## config.mk

```make
export PLATFORM = sky130hd
export DESIGN_NAME = charge_timer_and_ship_mode_ctrl
export DESIGN_NICKNAME = d
export VERILOG_FILES = /design/src/shared/chg_ship_pkg.sv /design/src/design/charge_timer_and_ship_mode_ctrl.sv
export SDC_FILE = /design/constraint.sdc
export NUM_CORES = 1
export LEC_CHECK = 0
export ABC_AREA = 1
export BUFFER_PORTS_ARGS = -buffer_cell sky130_fd_sc_hd__buf_2
export CORE_MARGIN = 5
export CORE_UTILIZATION = 60
export CTS_CLUSTER_SIZE = 30
export DETAILED_ROUTE_END_ITERATION = 8
export GPL_TIMING_DRIVEN = 0
export HOLD_SLACK_MARGIN = 0.1
export PLACE_DENSITY = 0.93
export SYNTH_ARGS = -nofsm -noshare
export SYNTH_HDL_FRONTEND = slang
export SYNTH_SLANG_ARGS = --single-unit
```

## constraint.sdc

```tcl
create_clock -name sys_clk_i -period 4 [get_ports sys_clk_i]
set_clock_uncertainty 0.1 [all_clocks]
set_input_delay 0.2 -clock sys_clk_i [delete_from_list [all_inputs] [get_ports sys_clk_i]]
set_output_delay 0.2 -clock sys_clk_i [all_outputs]
set_load 0.02 [all_outputs]
```

## src/shared/chg_ship_pkg.sv

```systemverilog
// package: register map, timing constants and shared types for charge timer
package chg_ship_pkg;

  // register offsets (byte addresses on the plain register port)
  localparam logic [7:0] CTRL_OFS   = 8'h00;
  localparam logic [7:0] STATUS_OFS = 8'h04;

  // control register field positions
  localparam int TMR_EN_BIT      = 0;
  localparam int SLOW_EN_BIT     = 1;
  localparam int LIMIT_LSB       = 2;
  localparam int CFG_EN_BIT      = 4;
  localparam int SW_DIS_BIT      = 5;
  localparam int SW_DLY_BIT      = 6;
  localparam int CYCLE_EN_BIT    = 7;
  localparam int REG_RST_BIT     = 8;
  localparam int MINSYS_LSB      = 9;
  localparam int CTRL_W          = 12;

  // control reset value: timer on, slow count on, 12 h, charge on,
  // cycle on, min system select 3.5 V code
  localparam logic [CTRL_W-1:0] CTRL_RST = 12'ha9f;

  // status register field positions
  localparam int FAULT_LSB   = 0;
  localparam int MINSYS_FLAG = 2;
  localparam int ICL_FLAG    = 3;
  localparam int IVL_FLAG    = 4;
  localparam int SW_ON_FLAG  = 5;

  localparam logic [1:0] FAULT_TIMER = 2'h3;
  localparam logic [1:0] FAULT_NONE  = 2'h0;

  // fast charge limit selection codes (hours)
  localparam logic [1:0] LIM_5H  = 2'h0;
  localparam logic [1:0] LIM_8H  = 2'h1;
  localparam logic [1:0] LIM_10H = 2'h2;
  localparam logic [1:0] LIM_12H = 2'h3;

  // timing figures in their own units
  localparam longint CLK_HZ          = 10000000;
  localparam longint LOWBAT_HOURS    = 4;
  localparam longint WAKE_DEGLITCH_MS = 1000;
  localparam longint CYCLE_HOLD_MS   = 16000;
  localparam longint SW_OFF_MS       = 250;
  localparam longint SHIP_DELAY_MS   = 12500;
  localparam longint INT_PULSE_US    = 256;

  // prescaler: clock cycles per ms tick, seconds per hour tick, clock cycles per interrupt pulse
  localparam longint MS_CYCLES   = CLK_HZ / 1000;
  localparam longint SEC_PER_HOUR = 3600;
  localparam longint INT_CYCLES  = (INT_PULSE_US * CLK_HZ) / 1000000;

  // analog status inputs
  typedef struct packed {
    logic vin_limit;    // input voltage regulation active
    logic iin_limit;    // input current regulation active
    logic thermal;      // thermal regulation active
    logic min_sys;      // system rail at minimum setting
    logic charge_fault; // fault suspends charging
    logic charging;     // charge in progress
    logic above_lowbat; // battery above low_battery_threshold
    logic restart;      // new charge cycle restart pulse
  } analog_stat_s;

endpackage : chg_ship_pkg

```

## src/design/charge_timer_and_ship_mode_ctrl.sv

```systemverilog
// charge safety timer and battery switch sequencer
// Summary of operation
// - timer expiry sets fault 11, pulses interrupt
// - limit 4 h below threshold, 12 h above
// - timer enable cleared disables timeout entirely
// - limit field shortens 12 h fast limit
// - regulation active halves timer count rate
// - slow count disabled counts at full rate
// - fault freezes count, resumes afterward
// - restart or enable toggle clears timer
// - min system flag while rail at minimum
// - input current and voltage limit flags
// - disable bit turns switch off, optional delay
// - valid input exits ship mode
// - one second wake low exits ship mode
// - clearing disable re-enables switch, with or without input
// - register reset restores control register defaults
// - sixteen second hold without input power-cycles switch 250 ms
// - cycle enable zero ignores long hold
// - interrupt pulse is 256 us low
`timescale 1ns/1ps
`default_nettype none

module charge_timer_and_ship_mode_ctrl
  import chg_ship_pkg::*;
#(
  parameter int MS_DIV     = int'(MS_CYCLES),    // clocks per ms tick
  parameter int MS_PER_SEC = 1000,               // ms per second tick
  parameter int SEC_PER_HR = int'(SEC_PER_HOUR), // seconds per hour tick
  parameter int DEGLITCH_MS = int'(WAKE_DEGLITCH_MS),
  parameter int HOLD_MS    = int'(CYCLE_HOLD_MS),
  parameter int OFF_MS     = int'(SW_OFF_MS),
  parameter int DELAY_MS   = int'(SHIP_DELAY_MS)
) (
  input  wire logic         sys_clk_i,            // 10 MHz clock
  input  wire logic         arst_n_i,             // async reset, low
  input  wire logic [7:0]   addr_i,               // register address
  input  wire logic [31:0]  wdata_i,              // write data
  input  wire logic         wr_i,                 // write strobe
  input  wire logic         rd_i,                 // read strobe
  output logic      [31:0]  rdata_o,              // read data, next cycle
  input  wire analog_stat_s stat_i,               // analog loop status
  input  wire logic         vbus_good_i,          // valid input supply pin
  input  wire logic         charge_enable_pin_n_i, // charge enable pin
  input  wire logic         wake_button_n_i,      // wake push button
  output logic              battery_switch_o,     // switch gate enable
  output logic              host_interrupt_n_o,   // interrupt, low pulse
  output logic              charge_allowed_o      // charging permitted
);

  // pin synchronisers
  logic [1:0] vbus_sync_reg, ce_sync_reg, wake_sync_reg;
  logic       vbus_prev_reg;  // synchronised input one cycle late
  always_ff @(posedge sys_clk_i or negedge arst_n_i) begin
    if (!arst_n_i) begin
      vbus_sync_reg <= 2'h0;
      vbus_prev_reg <= 1'b0;
      ce_sync_reg   <= 2'h3;
      wake_sync_reg <= 2'h3;
    end else begin
      vbus_sync_reg <= {vbus_sync_reg[0], vbus_good_i};
      vbus_prev_reg <= vbus_sync_reg[1];
      ce_sync_reg   <= {ce_sync_reg[0], charge_enable_pin_n_i};
      wake_sync_reg <= {wake_sync_reg[0], wake_button_n_i};
    end
  end
  wire vbus_s = vbus_sync_reg[1];
  wire vbus_rise = vbus_s & ~vbus_prev_reg;  // input supply appeared
  wire wake_low_s = ~wake_sync_reg[1];

  // time base: ms, second and hour ticks
  logic [15:0] ms_div_reg;
  logic [9:0]  sec_div_reg;
  logic [11:0] hr_div_reg;
  wire ms_tick  = (ms_div_reg == 16'(MS_DIV - 1));
  wire sec_tick = ms_tick & (sec_div_reg == 10'(MS_PER_SEC - 1));
  wire hr_tick  = sec_tick & (hr_div_reg == 12'(SEC_PER_HR - 1));
  always_ff @(posedge sys_clk_i or negedge arst_n_i) begin
    if (!arst_n_i) begin
      ms_div_reg  <= 16'h0;
      sec_div_reg <= 10'h0;
      hr_div_reg  <= 12'h0;
    end else begin
      ms_div_reg <= ms_tick ? 16'h0 : ms_div_reg + 16'h1;
      if (ms_tick)
        sec_div_reg <= sec_tick ? 10'h0 : sec_div_reg + 10'h1;
      if (sec_tick)
        hr_div_reg <= hr_tick ? 12'h0 : hr_div_reg + 12'h1;
    end
  end

  // control register and register port
  logic [CTRL_W-1:0] ctrl_reg;
  logic [1:0]        fault_reg;
  wire wr_ctrl = wr_i & (addr_i == CTRL_OFS);
  wire reg_rst = wr_ctrl & wdata_i[REG_RST_BIT];
  wire [CTRL_W-1:0] ctrl_next =
    reg_rst ? CTRL_RST : {wdata_i[CTRL_W-1:REG_RST_BIT+1], 1'b0,
                          wdata_i[REG_RST_BIT-1:0]};
  always_ff @(posedge sys_clk_i or negedge arst_n_i) begin
    if (!arst_n_i) ctrl_reg <= CTRL_RST;
    else if (wr_ctrl) ctrl_reg <= ctrl_next;
  end
  wire       tmr_en   = ctrl_reg[TMR_EN_BIT];
  wire       slow_en  = ctrl_reg[SLOW_EN_BIT];
  wire [1:0] lim_sel  = ctrl_reg[LIMIT_LSB +: 2];
  wire       cfg_en   = ctrl_reg[CFG_EN_BIT];
  wire       sw_dis   = ctrl_reg[SW_DIS_BIT];
  wire       sw_dly   = ctrl_reg[SW_DLY_BIT];
  wire       cycle_en = ctrl_reg[CYCLE_EN_BIT];

  // status word assembled from block state and analog flags
  wire [31:0] status_word = {26'h0, battery_switch_o,
    stat_i.vin_limit,
    stat_i.iin_limit,
    stat_i.min_sys,
    fault_reg};
  wire [31:0] rd_mux = (addr_i == CTRL_OFS)   ? {20'h0, ctrl_reg} :
                       (addr_i == STATUS_OFS) ? status_word : 32'h0;
  always_ff @(posedge sys_clk_i or negedge arst_n_i) begin
    if (!arst_n_i) rdata_o <= 32'h0;
    else rdata_o <= rd_i ? rd_mux : 32'h0;
  end

  // safety timer limit in hours
  function automatic logic [3:0] limit_hours(input logic [1:0] sel,
                                             input logic above);
    logic [3:0] h;
    h = 4'(LOWBAT_HOURS);
    if (above) begin
      unique case (sel)
        LIM_5H:  h = 4'h5;
        LIM_8H:  h = 4'h8;
        LIM_10H: h = 4'ha;
        LIM_12H: h = 4'hc;
      endcase
    end
    return h;
  endfunction : limit_hours

  // charge enable edge detect for timer restart
  wire charge_on = cfg_en & ~ce_sync_reg[1];
  logic charge_on_reg, half_reg, hr_flag_reg;
  logic [4:0] hours_reg;   // elapsed hours, counted in half-hour-safe form
  wire regulating = stat_i.vin_limit | stat_i.iin_limit | stat_i.thermal;
  wire slow       = slow_en & regulating;
  wire restart    = stat_i.restart | (charge_on != charge_on_reg);
  wire run        = tmr_en & stat_i.charging & ~stat_i.charge_fault
                    & (fault_reg != FAULT_TIMER);
  wire step       = run & hr_tick & (~slow | half_reg);
  wire expire = run & tmr_en &
                (hours_reg >= {1'b0, limit_hours(lim_sel, stat_i.above_lowbat)});
  always_ff @(posedge sys_clk_i or negedge arst_n_i) begin
    if (!arst_n_i) begin
      charge_on_reg <= 1'b0;
      half_reg      <= 1'b0;
      hours_reg     <= 5'h0;
      fault_reg     <= FAULT_NONE;
      hr_flag_reg   <= 1'b0;
    end else begin
      charge_on_reg <= charge_on;
      hr_flag_reg   <= expire;
      if (restart || !tmr_en) begin
        hours_reg <= 5'h0;
        half_reg  <= 1'b0;
        if (restart) fault_reg <= FAULT_NONE;
      end else begin
        if (run && hr_tick && slow) half_reg <= ~half_reg;
        if (step) hours_reg <= hours_reg + 5'h1;
        if (expire) fault_reg <= FAULT_TIMER;
      end
    end
  end
  wire timer_event = expire & ~hr_flag_reg & ~restart & tmr_en;

  // interrupt pulse generator
  logic [11:0] int_cnt_reg;
  always_ff @(posedge sys_clk_i or negedge arst_n_i) begin
    if (!arst_n_i) begin
      int_cnt_reg        <= 12'h0;
      host_interrupt_n_o <= 1'b1;
    end else begin
      if (timer_event) begin
        int_cnt_reg        <= 12'(INT_CYCLES);
        host_interrupt_n_o <= 1'b0;
      end else if (int_cnt_reg != 12'h0) begin
        int_cnt_reg        <= int_cnt_reg - 12'h1;
        host_interrupt_n_o <= (int_cnt_reg == 12'h1);
      end
    end
  end

  // charge permitted output
  always_ff @(posedge sys_clk_i or negedge arst_n_i) begin
    if (!arst_n_i) charge_allowed_o <= 1'b0;
    else charge_allowed_o <= charge_on & ~sw_dis & (fault_reg != FAULT_TIMER);
  end

  // wake button hold counter in ms
  logic [14:0] hold_reg;
  wire hold_long = (hold_reg == 15'(HOLD_MS));
  wire hold_wake = (hold_reg >= 15'(DEGLITCH_MS));
  logic wake_done_reg, cyc_done_reg;
  always_ff @(posedge sys_clk_i or negedge arst_n_i) begin
    if (!arst_n_i) hold_reg <= 15'h0;
    else if (!wake_low_s) hold_reg <= 15'h0;
    else if (ms_tick && !hold_long) hold_reg <= hold_reg + 15'h1;
  end

  // battery switch sequencer
  typedef enum logic [3:0] {
    SW_ON    = 4'b0001,
    SW_DELAY = 4'b0010,
    SW_SHIP  = 4'b0100,
    SW_CYCLE = 4'b1000
  } sw_state_e;
  sw_state_e sw_state_reg, sw_state_next;
  logic [13:0] sw_cnt_reg;
  logic        sw_dis_reg;
  wire dis_rise = sw_dis & ~sw_dis_reg;
  wire wake_exit = hold_wake & ~wake_done_reg;
  wire long_hold = hold_long & ~cyc_done_reg & cycle_en & ~vbus_s;
  wire ship_exit = wake_exit | ~sw_dis | vbus_rise;
  always_comb begin
    sw_state_next = sw_state_reg;
    unique case (sw_state_reg)
      SW_ON: begin
        if (dis_rise)
          sw_state_next = sw_dly ? SW_DELAY : SW_SHIP;
        else if (long_hold && !sw_dis)
          sw_state_next = SW_CYCLE;
      end
      SW_DELAY: begin
        if (!sw_dis) sw_state_next = SW_ON;
        else if (ms_tick && sw_cnt_reg == 14'(DELAY_MS - 1))
          sw_state_next = SW_SHIP;
      end
      SW_SHIP: begin
        // host clears disable bit with or without input
        if (ship_exit)
          sw_state_next = SW_ON;
      end
      SW_CYCLE: begin
        if (ms_tick && sw_cnt_reg == 14'(OFF_MS - 1))
          sw_state_next = SW_ON;
      end
      default: sw_state_next = SW_ON;
    endcase
  end
  always_ff @(posedge sys_clk_i or negedge arst_n_i) begin
    if (!arst_n_i) begin
      sw_state_reg     <= SW_ON;
      sw_cnt_reg       <= 14'h0;
      sw_dis_reg       <= 1'b0;
      wake_done_reg    <= 1'b0;
      cyc_done_reg     <= 1'b0;
      battery_switch_o <= 1'b1;
    end else begin
      sw_state_reg  <= sw_state_next;
      sw_dis_reg    <= sw_dis;
      wake_done_reg <= wake_low_s & (wake_done_reg | hold_wake);
      cyc_done_reg  <= wake_low_s & (cyc_done_reg | hold_long);
      if (sw_state_next != sw_state_reg) sw_cnt_reg <= 14'h0;
      else if (ms_tick) sw_cnt_reg <= sw_cnt_reg + 14'h1;
      battery_switch_o <= (sw_state_next == SW_ON) | (sw_state_next == SW_DELAY);
    end
  end

endmodule : charge_timer_and_ship_mode_ctrl
`default_nettype wire

```

# ---- Yosys cells after proc, flatten, opt, wreduce, memory -nomap -nowiden
# Index checks and enable logic that the tools add are counted.
dict set report classes {
  n_reduce_logical 20
  mux 32
  bitwise_logic 48
  n_lt_le_gt_ge 2
  eq_ne 21
  add_sub_neg 7
}
# op count
set ops {}
lappend ops {{2-to-1 mux 12 bit} 6}
lappend ops {{case mux 4 bit (4 select lines)} 2}
lappend ops {{2-to-1 mux 15 bit} 2}
lappend ops {{2-to-1 mux 14 bit} 2}
lappend ops {{2-to-1 mux 4 bit} 7}
lappend ops {{bitwise AND 1 bit} 26}
lappend ops {{adder 16 x 1 -> 16 bit, second input constant} 1}
lappend ops {{equality test 16 x 14 -> 1 bit, second input constant} 1}
lappend ops {{2-to-1 mux 16 bit} 1}
lappend ops {{adder 15 x 1 -> 15 bit, second input constant} 1}
lappend ops {{equality test 15 x 14 -> 1 bit, second input constant} 1}
lappend ops {{>= comparator 15 x 10 -> 1 bit, second input constant} 1}
lappend ops {{adder 14 x 1 -> 14 bit, second input constant} 1}
lappend ops {{equality test 14 bit, second input constant} 1}
lappend ops {{equality test 14 x 8 -> 1 bit, second input constant} 1}
lappend ops {{inverter 1 bit} 13}
lappend ops {{adder 12 x 1 -> 12 bit, second input constant} 1}
lappend ops {{equality test 12 x 1 -> 1 bit, second input constant} 1}
lappend ops {{equality test 12 bit, second input constant} 1}
lappend ops {{nonzero test 12 bit} 1}
lappend ops {{nonzero test 2 bit} 6}
lappend ops {{subtractor 12 x 1 -> 12 bit, second input constant} 1}
lappend ops {{adder 10 x 1 -> 10 bit, second input constant} 1}
lappend ops {{equality test 10 bit, second input constant} 1}
lappend ops {{other kinds (25)} 50}
dict set report word_totals {
  output_inout_bits 35
  reg_bits 130
  wordCells 154
}

# ---- Depth between registers and ports, before layout
# Gate-level depths: netlist of run 1.
dict set report logic_depth {
  word_depth 10
  depth_mapped 16
}

# ---- Worst setup path after synthesis of run 1
# No wires, ideal clock.
dict set report synth_path {
  kind {register to register}
  startpoint {register ctrl_reg[2]}
  endpoint {register int_cnt_reg[9]}
  setup_slack_ps 1731
  t_arrival_ps 2028
  stages_incl_launch_ff 15
  path_buffers 1
  path_cell_list {dfstp_2 inv_1 ha_1 nand2_1 inv_1 ha_1 o21ai_0 nand2_1 a21oi_1 o21ai_0 nand2_1 nor2_1 nand2_1 clkbuf_1 nand3_1}
}
dict set report synth_between {
  elab_chain_len 9
  word_cells_on_any_way 13
  classes_between {1 x order compare; 3 x eq/ne; 3 x mux; 4 x bitwise; 2 x reduce/logical}
}
# item line_no
set synth_lines {}
lappend synth_lines {{start: declaration} charge_timer_and_ship_mode_ctrl.sv:93} ;# logic [CTRL_W-1:0] ctrl_reg;
lappend synth_lines {{start signal: assignment} charge_timer_and_ship_mode_ctrl.sv:102} ;# else if (wr_ctrl) ctrl_reg <= ctrl_next;
lappend synth_lines {{equality test 2 bit, or another cell as far along} charge_timer_and_ship_mode_ctrl.sv:131} ;# unique case (sel)
lappend synth_lines {{case mux 4 bit (4 select lines) (*)} charge_timer_and_ship_mode_ctrl.sv:131}
lappend synth_lines {{2-to-1 mux 4 bit (*)} charge_timer_and_ship_mode_ctrl.sv:130} ;# if (above) begin
lappend synth_lines {{>= comparator 5 x 4 -> 1 bit (*)} charge_timer_and_ship_mode_ctrl.sv:152} ;# (hours_reg >= {1'b0, limit_hours(lim_sel, stat_i.above_lowbat)});
lappend synth_lines {{bitwise AND 1 bit (*)} charge_timer_and_ship_mode_ctrl.sv:151} ;# wire expire = run & tmr_en &
lappend synth_lines {{bitwise AND 1 bit (*) (3 in series)} charge_timer_and_ship_mode_ctrl.sv:174} ;# wire timer_event = expire & ~hr_flag_reg & ~restart & tmr_en;
lappend synth_lines {{2-to-1 mux 12 bit or nonzero test 2 bit (tied branches)} --}
lappend synth_lines {{end signal: assignment} charge_timer_and_ship_mode_ctrl.sv:184} ;# int_cnt_reg <= 12'(INT_CYCLES);
lappend synth_lines {{end signal: assignment} charge_timer_and_ship_mode_ctrl.sv:187} ;# int_cnt_reg <= int_cnt_reg - 12'h1;
lappend synth_lines {{end: declaration} charge_timer_and_ship_mode_ctrl.sv:177} ;# logic [11:0] int_cnt_reg;
# Mark *: on every way between the ends. The rest lies on a longest branch, timed or not.
# A chain may end at the register's enable or synchronous reset.

# ---- Worst setup path in the final report of run 1
dict set report layout_path {
  startpoint {register ctrl_reg[2]}
  endpoint {register int_cnt_reg[3]}
}
# Same word-level chain as after synthesis.

==> results of run 1 <==
per-layer routing:
layer  global-route usage, %  vias to the layer above
met5                       0                        -
met3                    8.60                      207
met4                    21.1                        0
met1                    32.2                     3116
met2                    51.1                      525
li1                        -                     2942
kinds of logic (layout without fill, tap and decap cells):
logic type / Yosys count / in the layout
compound gates: 91 / 91
xor+xnor: 34 / 34
fa+ha+maj: 16 / 16
buf+inv: 171 / 283
flops: 127 / 127
other cells: 1 / 21
simple gates: 420 / 420
power groups by stage:
stage	logic [mW]	clock network (mW)	registers [mW]
3_5_place_dp	0.513	0	1.48
3_3_place_gp	0.491	0	1.48
5_1_grt	0.644	1.57	1.49
4_1_cts	0.556	1.49	1.47
2_1_floorplan	0.386	0	1.47
6_report	0.600	1.52	1.48
synthesized netlist by cell type, types with 5 or more instances:
cell	count	area, um2
xor2_1	27	236
dfrtp_1	112	2800
nor2_4	6	67.6
dfstp_2	15	394
a21oi_1	19	95.1
nand4_1	21	131
nor2_2	22	138
inv_2	11	41.3
nand3_1	64	320
nor4_1	6	37.5
nor3_2	5	50.1
ha_1	16	200
clkbuf_1	5	18.8
nor2_1	113	424
buf_4	22	165
nand2_1	134	503
nand3_2	6	60.1
nand2_2	9	56.3
o21ai_0	54	270
xnor2_1	7	61.3
nor3_1	19	95.1
inv_1	129	484
repair_timing:
| item | in CTS | in global routing |
|---|---|---|
| endpoints found under the hold margin | 145 | 0 |
| setup endpoints to repair | 0 | 0 |
| hold buffers | 31 | 0 |
| buffers inserted | 0 | 0 |
layout make-up:
cell class              instances  area [um2]
flip-flops and latches        127        3200
well taps                     143         179
multi-input cells             582        3110
clock inverters                 7        87.6
inverters                     142         534
fillers                       676        3050
plain buffers                  29         206
clock buffers                  25         475
repair buffers                 80         584
worst min path at each step:
stage               depth (start not counted)  slack, ns                to            start
floorplan                                   0      -0.20  charge_allowed_o         arst_n_i
global placement                            1       0.21  wake_sync_reg[0]  wake_button_n_i
detailed placement                          1       0.07      hold_reg[10]         arst_n_i
CTS                                         4       0.12       hr_flag_reg        stat_i[2]
global route                                4       0.20       ctrl_reg[6]       wdata_i[8]
finish                                      2       0.20       hold_reg[6]         arst_n_i
per-stage QoR:
step / cells / power (mW) / worst slack, ns / cell area [um2] / utilization, %
2_1_floorplan: 880 / 1.86 / 1.73 / 7040 / -
3_3_place_gp: 1071 / 1.97 / 1.06 / 7460 / 65.4
3_5_place_dp: 1072 / 1.99 / 1.35 / 7500 / 65.6
4_1_cts: 1135 / 3.52 / 1.29 / 8370 / 73.3
5_1_grt: 1135 / 3.70 / 0.881 / 8370 / 73.3
6_report: 1135 / 3.60 / 0.983 / 8370 / 73.3
critical path, stage by stage, from the launching register on:
cell      delay, ns
dfstp_2        0.52
inv_1          0.08
ha_1           0.25
nand2_1        0.09
inv_1          0.06
ha_1           0.31
o21ai_0        0.20
nand2_1        0.09
a21oi_1        0.17
o21ai_0        0.11
nand2_1        0.14
nor2_1         0.08
nand2_1        0.11
clkbuf_1       0.38
nand3_1        0.16
inv_1          0.09
==> summary by stage, run 1 <==
Drt
The detail route stage leaves a number of antenna-violating nets equal to 0. For this block, the initial DRC count from the detailed router was 865. The average wire per standard cell is 18.3 um. The routed metal-1 wirelength is 7050 um. The remaining design rule violation count is 0. The met2 routed wirelength is 10200 um.

The detailed router placed 6790 vias in this run. In the routed layout, each cell is associated on average with a via count of 5.98. The first TritonRoute pass finished after 8 iterations. In this run the top signal layer used is met4.

Summed over all nets, wire length on met3 after detailed routing comes to 1910 um. The total wire length after detailed routing is 20800 um.

Timing
The setup violation total in the final timing report is 0. The worst hold-check slack is 0.199 ns. The number of endpoints with negative hold slack in the final report is 0. Of the available clock period, the critical path in the final layout requires 75.4%.

The final-report max-slew violation count came to 0. The highest achievable clock rate is 0.331 GHz. In the final timing run, aggregate negative setup slack is 0 ns.

Setup repair after global routing left no endpoint under its margin. Measured against its own limit, the worst slew margin works out to 63.4%. For the pin with the worst max-slew slack, the measured transition is 0.544 ns. Counting I/O delays and the setup requirement, the final critical path takes 3.02 ns.

Critical path
Data on the critical path is required at its endpoint by 4.26 ns. The worst register-to-register path has a depth of 15. Across all register-to-register paths, the minimum setup slack is 0.98 ns. The end of the critical path is int_cnt_reg[3]. The worst setup path is launched from a flop. By startpoint and endpoint, the worst setup path is classified as reg2reg. The worst setup path is captured at a flop. The maximum fanout count along the critical path is 10.

The endpoint identified for the worst register-to-register timing path is int_cnt_reg[3]. The launch instance of the worst register-to-register path is ctrl_reg[2]. Data arrives at the worst endpoint at 3.27 ns. The start point of the critical path is ctrl_reg[2].

Power and ir drop
Dividing total power by cell area gives a power density of 430 nW/um2. VDD sags by at most 0.389 mV. For this design the static power due to leakage is 4.20 nW. The portion of total power attributed to sequential cells is 41.2%. Cell internal power was estimated by the tool at 2.53 mW.

The combinational group share of total power is 16.7%. The clock network power share is 42.1%. The switching portion of total power is 29.6%. Summed over all nets, the switching power comes to 1.06 mW.

Logic synthesis
The share of synthesized registers carrying an async set or reset is 100%. After Yosys synthesis, XOR and XNOR cells account for 4.27% of the synthesized area. The synthesized netlist devotes 29.2% of its cell area to simple gates. The number of distinct standard cells referenced by the synthesized netlist is 49. The flip-flop and latch count after synthesis is 127. The synthesized design contains 0 enable-type register cells.

In the synthesized netlist, the number of instances is 860. Summing the areas of all fa, ha and maj instances in the mapped netlist gives 2.87% of the synthesized area. The synthesized netlist occupies a cell area of 6970 um2. The main combinational cell family by area after synthesis is simple AND/OR/NAND/NOR gates.

After synthesis, the share of cell area in mux cells is 0%. The sequential fraction of the synthesis area is 45.9%. The complex-gate fraction of the synthesized area is 7.09%.

During synthesis, Yosys emitted a total of 0 warnings. After synthesis, the mean cell area works out to 8.10 um2. The primary flip-flop cell chosen by synthesis mapping is dfrtp_1.

Finish
In the layout the commonest cells are nand2_1 (134), inv_1 (129), nor2_1 (113). The area growth from synthesis to layout is 20.1%. The repair_antennas step left the layout with diodes totalling 0. The most common cell after layout, fill and taps aside is nand2_1. The post-route netlist has 18.5% of its cells at a drive strength greater than 1. The register with the most flip-flops in the layout has 16 of them.

The final layout contains 1050 nets.

Clocking
CTS placed an instance of clkbuf_16 at the clock tree root. Counting the buffers created by CTS gives 17. In this run the number of H-tree levels came out at 4. The insertion delay to the later sink of the worst-skew pair is 0.42 ns.

The TritonCTS clock tree is built. The clock passes through at most 2 buffers. The total of cells resized after clock tree synthesis is 0.

The clock drives 127 sinks. The post-CTS clock slew at the launch and capture registers of the worst setup and hold paths is 0.06 ns.

Floorplanning
The floorplan row count is 39. Measured along the x axis, the die boundary spans 118 um. For this configuration, the core starts out at a cell density of 61.0%.

The height of the chip is 118 um. The area of the die is 13900 um2. The total I/O pin count is 90. The core outline area is 11400 um2.

Place
Once detailed placement completed, the half-perimeter wirelength came to 10500 um. The last weighted congestion value of the routability-driven placer is 0.895. Buffers placed on the I/O ports in this run total 48.

Global route
The via count of the first global-routing pass came to 7015. The remaining global-route overflow is 0. The global-route usage over all layers is 30.1%. The number of antenna violations at the first check in global routing is 0. Entering global routing, the biggest net connects 78 pins. The first global-routing pass estimated 34100 um of wire.

Outcome
The flow ran to the end, and the final reports show no timing, DRC or antenna violations.

Min path
The tightest min-delay check is of the in2async type.

Flow run
The max-cap violation count is 0.
No activity file was read; power rests on OpenSTA's default activity.
==> run 2: changes to the inputs <==
--- a/config.mk
+++ b/config.mk
@@ -8,12 +8,12 @@
 export ABC_AREA = 1
 export BUFFER_PORTS_ARGS = -buffer_cell sky130_fd_sc_hd__buf_2
 export CORE_MARGIN = 5
-export CORE_UTILIZATION = 60
+export CORE_UTILIZATION = 53
 export CTS_CLUSTER_SIZE = 30
 export DETAILED_ROUTE_END_ITERATION = 8
 export GPL_TIMING_DRIVEN = 0
 export HOLD_SLACK_MARGIN = 0.1
-export PLACE_DENSITY = 0.93
+export PLACE_DENSITY = 0.88
 export SYNTH_ARGS = -nofsm -noshare
 export SYNTH_HDL_FRONTEND = slang
 export SYNTH_SLANG_ARGS = --single-unit
==> constraint.sdc (replaced) <==
create_clock -name sys_clk_i -period 2.45 [get_ports sys_clk_i]
set_clock_uncertainty 0.1 [all_clocks]
set_input_delay 0.1225 -clock sys_clk_i [delete_from_list [all_inputs] [get_ports sys_clk_i]]
set_output_delay 0.1225 -clock sys_clk_i [all_outputs]
set_load 0.02 [all_outputs]
==> run 2 against run 1 <==
Compared with the run above:
- the flow now finishes with violations (negative setup slack)
- hold slack worse by 0.11 ns
- setup slack worse by 1.0 ns
- global-route usage is 7.0 points lower
- clock power is 72% higher
- non-clock buffer count grew 9
- final cell count increased by 3.3%
- largest cell class unchanged
- largest power group unchanged
==> summary by stage, run 2 (synthesis gave the netlist of run 1 again) <==
Outcome
Outcome: finished, violations left (was finished, final reports clean). The checks that failed: negative setup slack.

Critical path
The maximum fanout count along the critical path is 5 (was 10). The kind of start point of the critical path is a flop (unchanged). The endpoint type of the worst setup path is a flop (unchanged).

The critical setup path kind is reg2reg (unchanged). The signal arrival time at the worst endpoint was 2.71 ns (was 3.27 ns). The required time of the critical path is 2.67 ns (was 4.26 ns).

Drt
The first-pass iteration count of the detailed router came to 5 (was 8). The detailed-route via count is 6448 (was 6790). The total wire length after detailed routing is 19100 um (was 20800 um). The post-detailed-route via-to-cell ratio is 5.50 (was 5.98).

The remaining design rule violation count is 0 (unchanged). The post-route antenna net violation count came to 0 (unchanged). The number of DRC markers after the initial detailed-route iteration is 577 (was 865). The average wire per standard cell came to 16.3 um (was 18.3 um).

Global route
The busiest layer in global routing is met2 (unchanged). The pin count of the biggest net entering global routing was 83 (was 78). The met2 routing resource usage after global routing was 40.0% (was 51.1%). The via count of the first global-routing pass is 6301 (was 7015).

The met3 track demand over resource came to 5.23% (was 8.60%). The number of antenna violations at the first check in global routing was 0 (unchanged). The global-route wire length before repair is 29700 um (was 34100 um).

The met1 usage in global routing was 27.6% (was 32.2%). The remaining global-route overflow is 0 (unchanged). The global-route usage over all layers is 23.2% (was 30.1%).

Timing
The setup violation total in the final timing report is 7 (was 0). The transition time of the tightest slew-check pin is 0.544 ns (about the same). The final-report max-slew violation count is 0 (unchanged). The number of endpoints with negative hold slack in the final report is 0 (unchanged). The remaining max-slew budget at the tightest pin was 63.4% (about the same). The highest achievable clock rate was 0.401 GHz (was 0.331 GHz).

The final worst setup slack was -0.0414 ns (was 0.983 ns). The worst hold-check slack is 0.0879 ns (was 0.199 ns). The final period demand of the worst path came to 2.49 ns (was 3.02 ns). The period utilization is 102% (was 75.4%).

Floorplanning
The height of the chip is 125 um (was 118 um). The total I/O pin count is 90 (unchanged). The starting density of the core came to 54.5% (was 61.0%). The area of the die is 15500 um2 (was 13900 um2). The core outline area is 12800 um2 (was 11400 um2). The die extent in x is 125 um (was 118 um). The floorplan row count is 41 (was 39).

Power and ir drop
The worst ir drop on vdd is 0.521 mV (was 0.389 mV). The leakage power of the design came to 4.26 nW (was 4.20 nW). The areal power density over the cells is 693 nW/um2 (was 430 nW/um2).

Clocking
The total CTS buffers is 17 (unchanged). The TritonCTS clock tree is built (unchanged). The number of H-tree levels was 4 (unchanged). The insertion delay to the later sink of the worst-skew pair came to 0.43 ns (was 0.42 ns). The maximum buffer depth of the clock tree is 2 (unchanged). The post-CTS clock slew at the launch and capture registers of the worst setup and hold paths is 0.07 ns (was 0.06 ns). The cell at the root of the clock tree is clkbuf_16 (unchanged). The number of clock sinks seen by CTS was 127 (unchanged).

Finish
The net total in the final layout is 1059 (was 1050). The flip-flop count of the largest register, all copies and words added is 16 (unchanged). The final-layout fill cell count is 857 (was 676). The most common cell after layout, fill and taps aside is nand2_1 (unchanged).

Most frequent cells in the layout: nand2_1 (132), inv_1 (126), nor2_1 (112), dfrtp_1 (112), nand3_1 (64) (was nand2_1 (134), inv_1 (129), nor2_1 (113)). The share of the core filled with cells in the final layout is 67.3% (was 73.3%). The area growth from synthesis to layout is 23.5% (was 20.1%). The number of antenna cells inserted came to 0 (unchanged). The final cell count without fillers is 1173 (was 1135).

The share of layout cells above drive strength 1 is 20.3% (was 18.5%).

Flow run
The max-cap violation count is 0 (unchanged).

Place
The last weighted congestion value of the routability-driven placer is 0.920 (was 0.895). The HPWL after detailed placement was 10200 um (was 10500 um). The instance count after placement with tap cells included was 1101 (was 1072). The quantity of I/O buffers inserted on ports was 48 (unchanged).

Min path
The class of the tightest hold or removal check is in2async (unchanged).
[run 2: cell types whose count changed in the layout (fill, tap and decap cells not counted), moves of 3 or more]
cell           previous run  this run
inv_1                   129       126
clkinvlp_4                1         4
inv_2                    11        14
clkbuf_1                 11         4
dlygate4sd3_1            31        38
[run 2: worst max-delay path, stage by stage (launching register included)]
cell,delay (ns)
dfstp_2,0.59
inv_2,0.08
ha_4,0.17
nand2_2,0.07
inv_2,0.05
ha_4,0.26
o21ai_1,0.07
nand2_1,0.09
a21oi_2,0.06
o21ai_2,0.13
nand2_1,0.10
nor2_2,0.16
nand2_2,0.13
clkbuf_16,0.20
nand2_1,0.07
inv_1,0.04
[run 2: timing repair]
| action | 4_1_cts | 5_1_grt |
|---|---|---|
| buffers inserted | 0 | 1 |
| resized for setup | 5 | 12 |
| hold buffers | 38 | 0 |
| hold endpoints to repair | 136 | 0 |
| endpoints found under the setup margin | 10 | 12 |
| pin swaps | 0 | 7 |
| gates cloned | 0 | 1 |
[run 2: layer usage]
layer | vias up | share of wire (%)
li1 | 2960 | -
met1 | 2993 | 37
met2 | 386 | 51
met3 | 109 | 7.4
met4 | 0 | 4.8
met5 | - | 0
[run 2: power breakdown]
group          internal [mW]  total (mW)  leakage, nW  switching, mW
registers               2.26        2.40         1.65          0.144
clock network           1.62        2.61        0.288          0.992
logic                  0.335       0.947         2.32          0.612
total                   4.22        5.97         4.26           1.75
[run 2: worst paths after layout]
check | startpoint | end | slack [ns] | cells past startpoint
worst max-delay path | ctrl_reg[3] | int_cnt_reg[6] | -0.04 | 15
worst min-delay path | arst_n_i | hold_reg[7] | 0.09 | 2
worst max register to register | ctrl_reg[3] | int_cnt_reg[6] | -0.04 | 15
worst min register to register | wake_sync_reg[0] | wake_sync_reg[1] | 0.26 | 0
max in group asynchronous | arst_n_i | host_interrupt_n_o | 1.37 | 3
min in group sys_clk_i | addr_i[2] | rdata_o[5] | 0.23 | 5
[run 2: layout make-up]
type / instances / area, um2 / share of cell area (%)
Sequential cell: 127 / 3200 / 37.2
Clock inverter: 14 / 166 / 1.93
Tap cell: 172 / 215 / 2.50
Inverter: 142 / 534 / 6.21
Multi-Input combinational cell: 582 / 3150 / 36.6
Clock buffer: 18 / 439 / 5.11
Timing Repair Buffer: 89 / 687 / 7.99
Buffer: 29 / 218 / 2.53
[run 2: stage by stage]
| stage | worst slack [ns] | TNS (ns) | power (mW) | cell area, um2 |
|---|---|---|---|---|
| 5_1_grt | -0.101 | -0.721 | 6.18 | 8600 |
| 6_report | -0.0414 | -0.138 | 5.97 | 8600 |
| 2_1_floorplan | 0.181 | 0 | 3.03 | 7040 |
| 3_5_place_dp | -0.176 | -1.30 | 3.25 | 7530 |
| 3_3_place_gp | -0.417 | -46.42 | 3.22 | 7500 |
| 4_1_cts | 0.0118 | 0 | 5.87 | 8530 |
==> run 3: changes to the inputs <==
--- a/config.mk
+++ b/config.mk
@@ -7,13 +7,13 @@
 export LEC_CHECK = 0
 export ABC_AREA = 1
 export BUFFER_PORTS_ARGS = -buffer_cell sky130_fd_sc_hd__buf_2
-export CORE_MARGIN = 5
-export CORE_UTILIZATION = 53
+export CORE_MARGIN = 3
+export CORE_UTILIZATION = 55
 export CTS_CLUSTER_SIZE = 30
 export DETAILED_ROUTE_END_ITERATION = 8
 export GPL_TIMING_DRIVEN = 0
 export HOLD_SLACK_MARGIN = 0.1
-export PLACE_DENSITY = 0.88
+export PLACE_DENSITY = 0.87
 export SYNTH_ARGS = -nofsm -noshare
 export SYNTH_HDL_FRONTEND = slang
 export SYNTH_SLANG_ARGS = --single-unit
==> constraint.sdc (replaced) <==
create_clock -name sys_clk_i -period 2.9 [get_ports sys_clk_i]
set_clock_uncertainty 0.1 [all_clocks]
set_input_delay 0.145 -clock sys_clk_i [delete_from_list [all_inputs] [get_ports sys_clk_i]]
set_output_delay 0.145 -clock sys_clk_i [all_outputs]
set_load 0.02 [all_outputs]
==> run 3 against run 2 <==
Compared with the run above:
- the run now ends clean
- register-to-register slack better by 0.27 ns
- critical path depth shrank 3
- combinational power down 20%
- clock power down 18%
- setup slack improved by 0.12 ns
- via count down 4.9%
- sequential share of layout area increased by 0.36 points
==> summary by stage, run 3 (synthesis gave the netlist of run 1 again) <==
Clocking
The TritonCTS clock tree is built (unchanged). The post-CTS setup buffer count came to 0 (unchanged). The maximum buffer depth of the clock tree was 2 (unchanged). The number of clock sinks seen by CTS is 127 (unchanged). The post-CTS clock slew at the launch and capture registers of the worst setup and hold paths came to 0.06 ns (was 0.07 ns).

The insertion delay to the later sink of the worst-skew pair is 0.44 ns (was 0.43 ns). The total CTS buffers was 17 (unchanged). The cell at the root of the clock tree is clkbuf_16 (unchanged). The number of H-tree levels is 4 (unchanged).

Power and ir drop
The areal power density over the cells came to 579 nW/um2 (was 693 nW/um2). The worst ir drop on vdd is 0.493 mV (was 0.521 mV). The leakage power of the design is 4.25 nW (was 4.26 nW). The post-layout total power is 4.93 mW (was 5.97 mW).

Floorplanning
The die extent in x was 119 um (was 125 um). The core outline area is 12200 um2 (was 12800 um2). The area of the die came to 14100 um2 (was 15500 um2). The starting density of the core was 57.1% (was 54.5%). The total I/O pin count came to 90 (unchanged). The floorplan row count is 40 (was 41). The height of the chip is 119 um (was 125 um).

Global route
The met2 routing resource usage after global routing is 43.0% (was 40.0%). The met1 usage in global routing was 28.8% (was 27.6%). The busiest layer in global routing was met2 (unchanged). The met3 track demand over resource is 6.36% (was 5.23%). The global-route wire length before repair is 28300 um (was 29700 um). The global-route usage over all layers is 24.6% (was 23.2%). The number of antenna violations at the first check in global routing came to 0 (unchanged). The via count of the first global-routing pass is 6226 (was 6301).

The pin count of the biggest net entering global routing was 84 (was 83). The remaining global-route overflow is 0 (unchanged).

Critical path
The kind of start point of the critical path was a primary input (was flop). The signal arrival time at the worst endpoint is 3.05 ns (was 2.71 ns). The maximum fanout count along the critical path is 10 (was 5). The required time of the critical path is 3.13 ns (was 2.67 ns). The critical setup path kind is in2reg (was reg2reg).

The endpoint type of the worst setup path is a flop (unchanged).

Place
The instance count after placement with tap cells included is 1097 (was 1101). The quantity of I/O buffers inserted on ports was 48 (unchanged). The worst slack at placement was 0.246 ns (was -0.176 ns).

The HPWL after detailed placement is 10200 um (about the same). The last weighted congestion value of the routability-driven placer is 0.894 (was 0.920).

Timing
The number of endpoints with negative hold slack in the final report is 0 (unchanged). The period utilization is 97.2%. Setup repair after global routing left no endpoint under its margin. The final-report max-slew violation count is 0 (unchanged). The setup violation total in the final timing report is 0 (was 7).

The highest achievable clock rate is 0.355 GHz. The final worst setup slack is 0.0814 ns (was -0.0414 ns). The final period demand of the worst path is 2.82 ns.

The final-layout setup total negative slack is 0 ns (was -0.138 ns). The worst hold-check slack is 0.109 ns (was 0.0879 ns).

Outcome
Outcome: finished, final reports clean (was finished, violations left).

Flow run
The max-cap violation count is 0 (unchanged).

Drt
The first-pass iteration count of the detailed router is 5 (unchanged). The total wire length after detailed routing was 16700 um (was 19100 um). The number of DRC markers after the initial detailed-route iteration was 429 (was 577).

The post-detailed-route via-to-cell ratio is 5.26 (was 5.50). The post-route antenna net violation count was 0 (unchanged). The detailed-route via count was 6133 (was 6448). The average wire per standard cell is 14.3 um (was 16.3 um). The remaining design rule violation count is 0 (unchanged).

Min path
The class of the tightest hold or removal check was in2async (unchanged).

Finish
The area growth from synthesis to layout was 22.3% (was 23.5%). The final cell count without fillers was 1167 (was 1173). The net total in the final layout is 1057 (was 1059).

The area of the multi-input gates is 3120 um2 (was 3150 um2). The number of antenna cells inserted came to 0 (unchanged). The flip-flop count of the largest register, all copies and words added came to 16 (unchanged). The share of layout cells above drive strength 1 is 19.4% (was 20.3%). The final-layout fill cell count is 898 (was 857). Most frequent cells in the layout: nand2_1 (133), inv_1 (129), nor2_1 (112), dfrtp_1 (112), nand3_1 (64) (was nand2_1 (132), inv_1 (126), nor2_1 (112), dfrtp_1 (112), nand3_1 (64)). The area of all sequential standard cells is 3200 um2 (unchanged). The most common cell after layout, fill and taps aside was nand2_1 (unchanged).
==> run 3: timing repair <==
| item | in CTS | in global routing |
|---|---|---|
| hold buffers | 38 | 0 |
| setup endpoints to repair | 0 | 19 |
| gates resized for setup | 0 | 11 |
| endpoints found under the hold margin | 135 | 0 |
==> run 3: where the power goes <==
group | total, mW | switching [mW] | internal (mW) | leakage, nW
Sequential | 2.03 | 0.119 | 1.91 | 1.65
Clock | 2.15 | 0.848 | 1.30 | 0.288
Combinational | 0.758 | 0.477 | 0.281 | 2.31
Total | 4.93 | 1.44 | 3.49 | 4.25
==> run 3: final timing paths <==
check                                  from               end  slack, ns  cells past startpoint
setup / recovery                  addr_i[5]       ctrl_reg[2]       0.08                     12
hold / removal                     arst_n_i     hr_div_reg[8]       0.11                      2
setup reg to reg                ctrl_reg[2]   int_cnt_reg[10]       0.23                     15
hold reg to reg            vbus_sync_reg[0]  vbus_sync_reg[1]       0.25                      0
max in group asynchronous          arst_n_i  wake_sync_reg[0]       1.84                      3
min in group sys_clk_i            stat_i[5]          half_reg       0.14                      5
==> run 3: layout make-up <==
cell class                      instances  share of cell area [%]
Sequential cell                       127                    37.5
Buffer                                 29                    2.51
Clock buffer                           18                    5.15
Multi-Input combinational cell        582                    36.6
Inverter                              142                    6.27
Tap cell                              168                    2.47
Timing Repair Buffer                   87                    7.68
Clock inverter                         14                    1.82
==> run 3: metal layers <==
metal	vias to the layer above	wire length (um)
met4	0	493
met1	2919	6860
met5	-	0
li1	2956	-
met3	45	847
met2	213	8460
==> run 3: per-stage QoR <==
step                util [%]  instance area (um2)
floorplan                  -                 7040
finish                  69.8                 8520
CTS                     69.6                 8500
global placement        61.4                 7490
detailed placement      61.6                 7530
global route            69.8                 8520
==> run 3: worst max-delay path, stage by stage <==
cell and delay [ns]:
dlygate4sd3_1 0.53, buf_2 0.12, nor2_1 0.10, dlygate4sd3_1 0.59
nand2_2 0.10, nor2_4 0.15, nand2_1 0.08, inv_1 0.14
clkbuf_4 0.22, o21ai_0 0.14, dlygate4sd3_1 0.62, o21ai_0 0.13
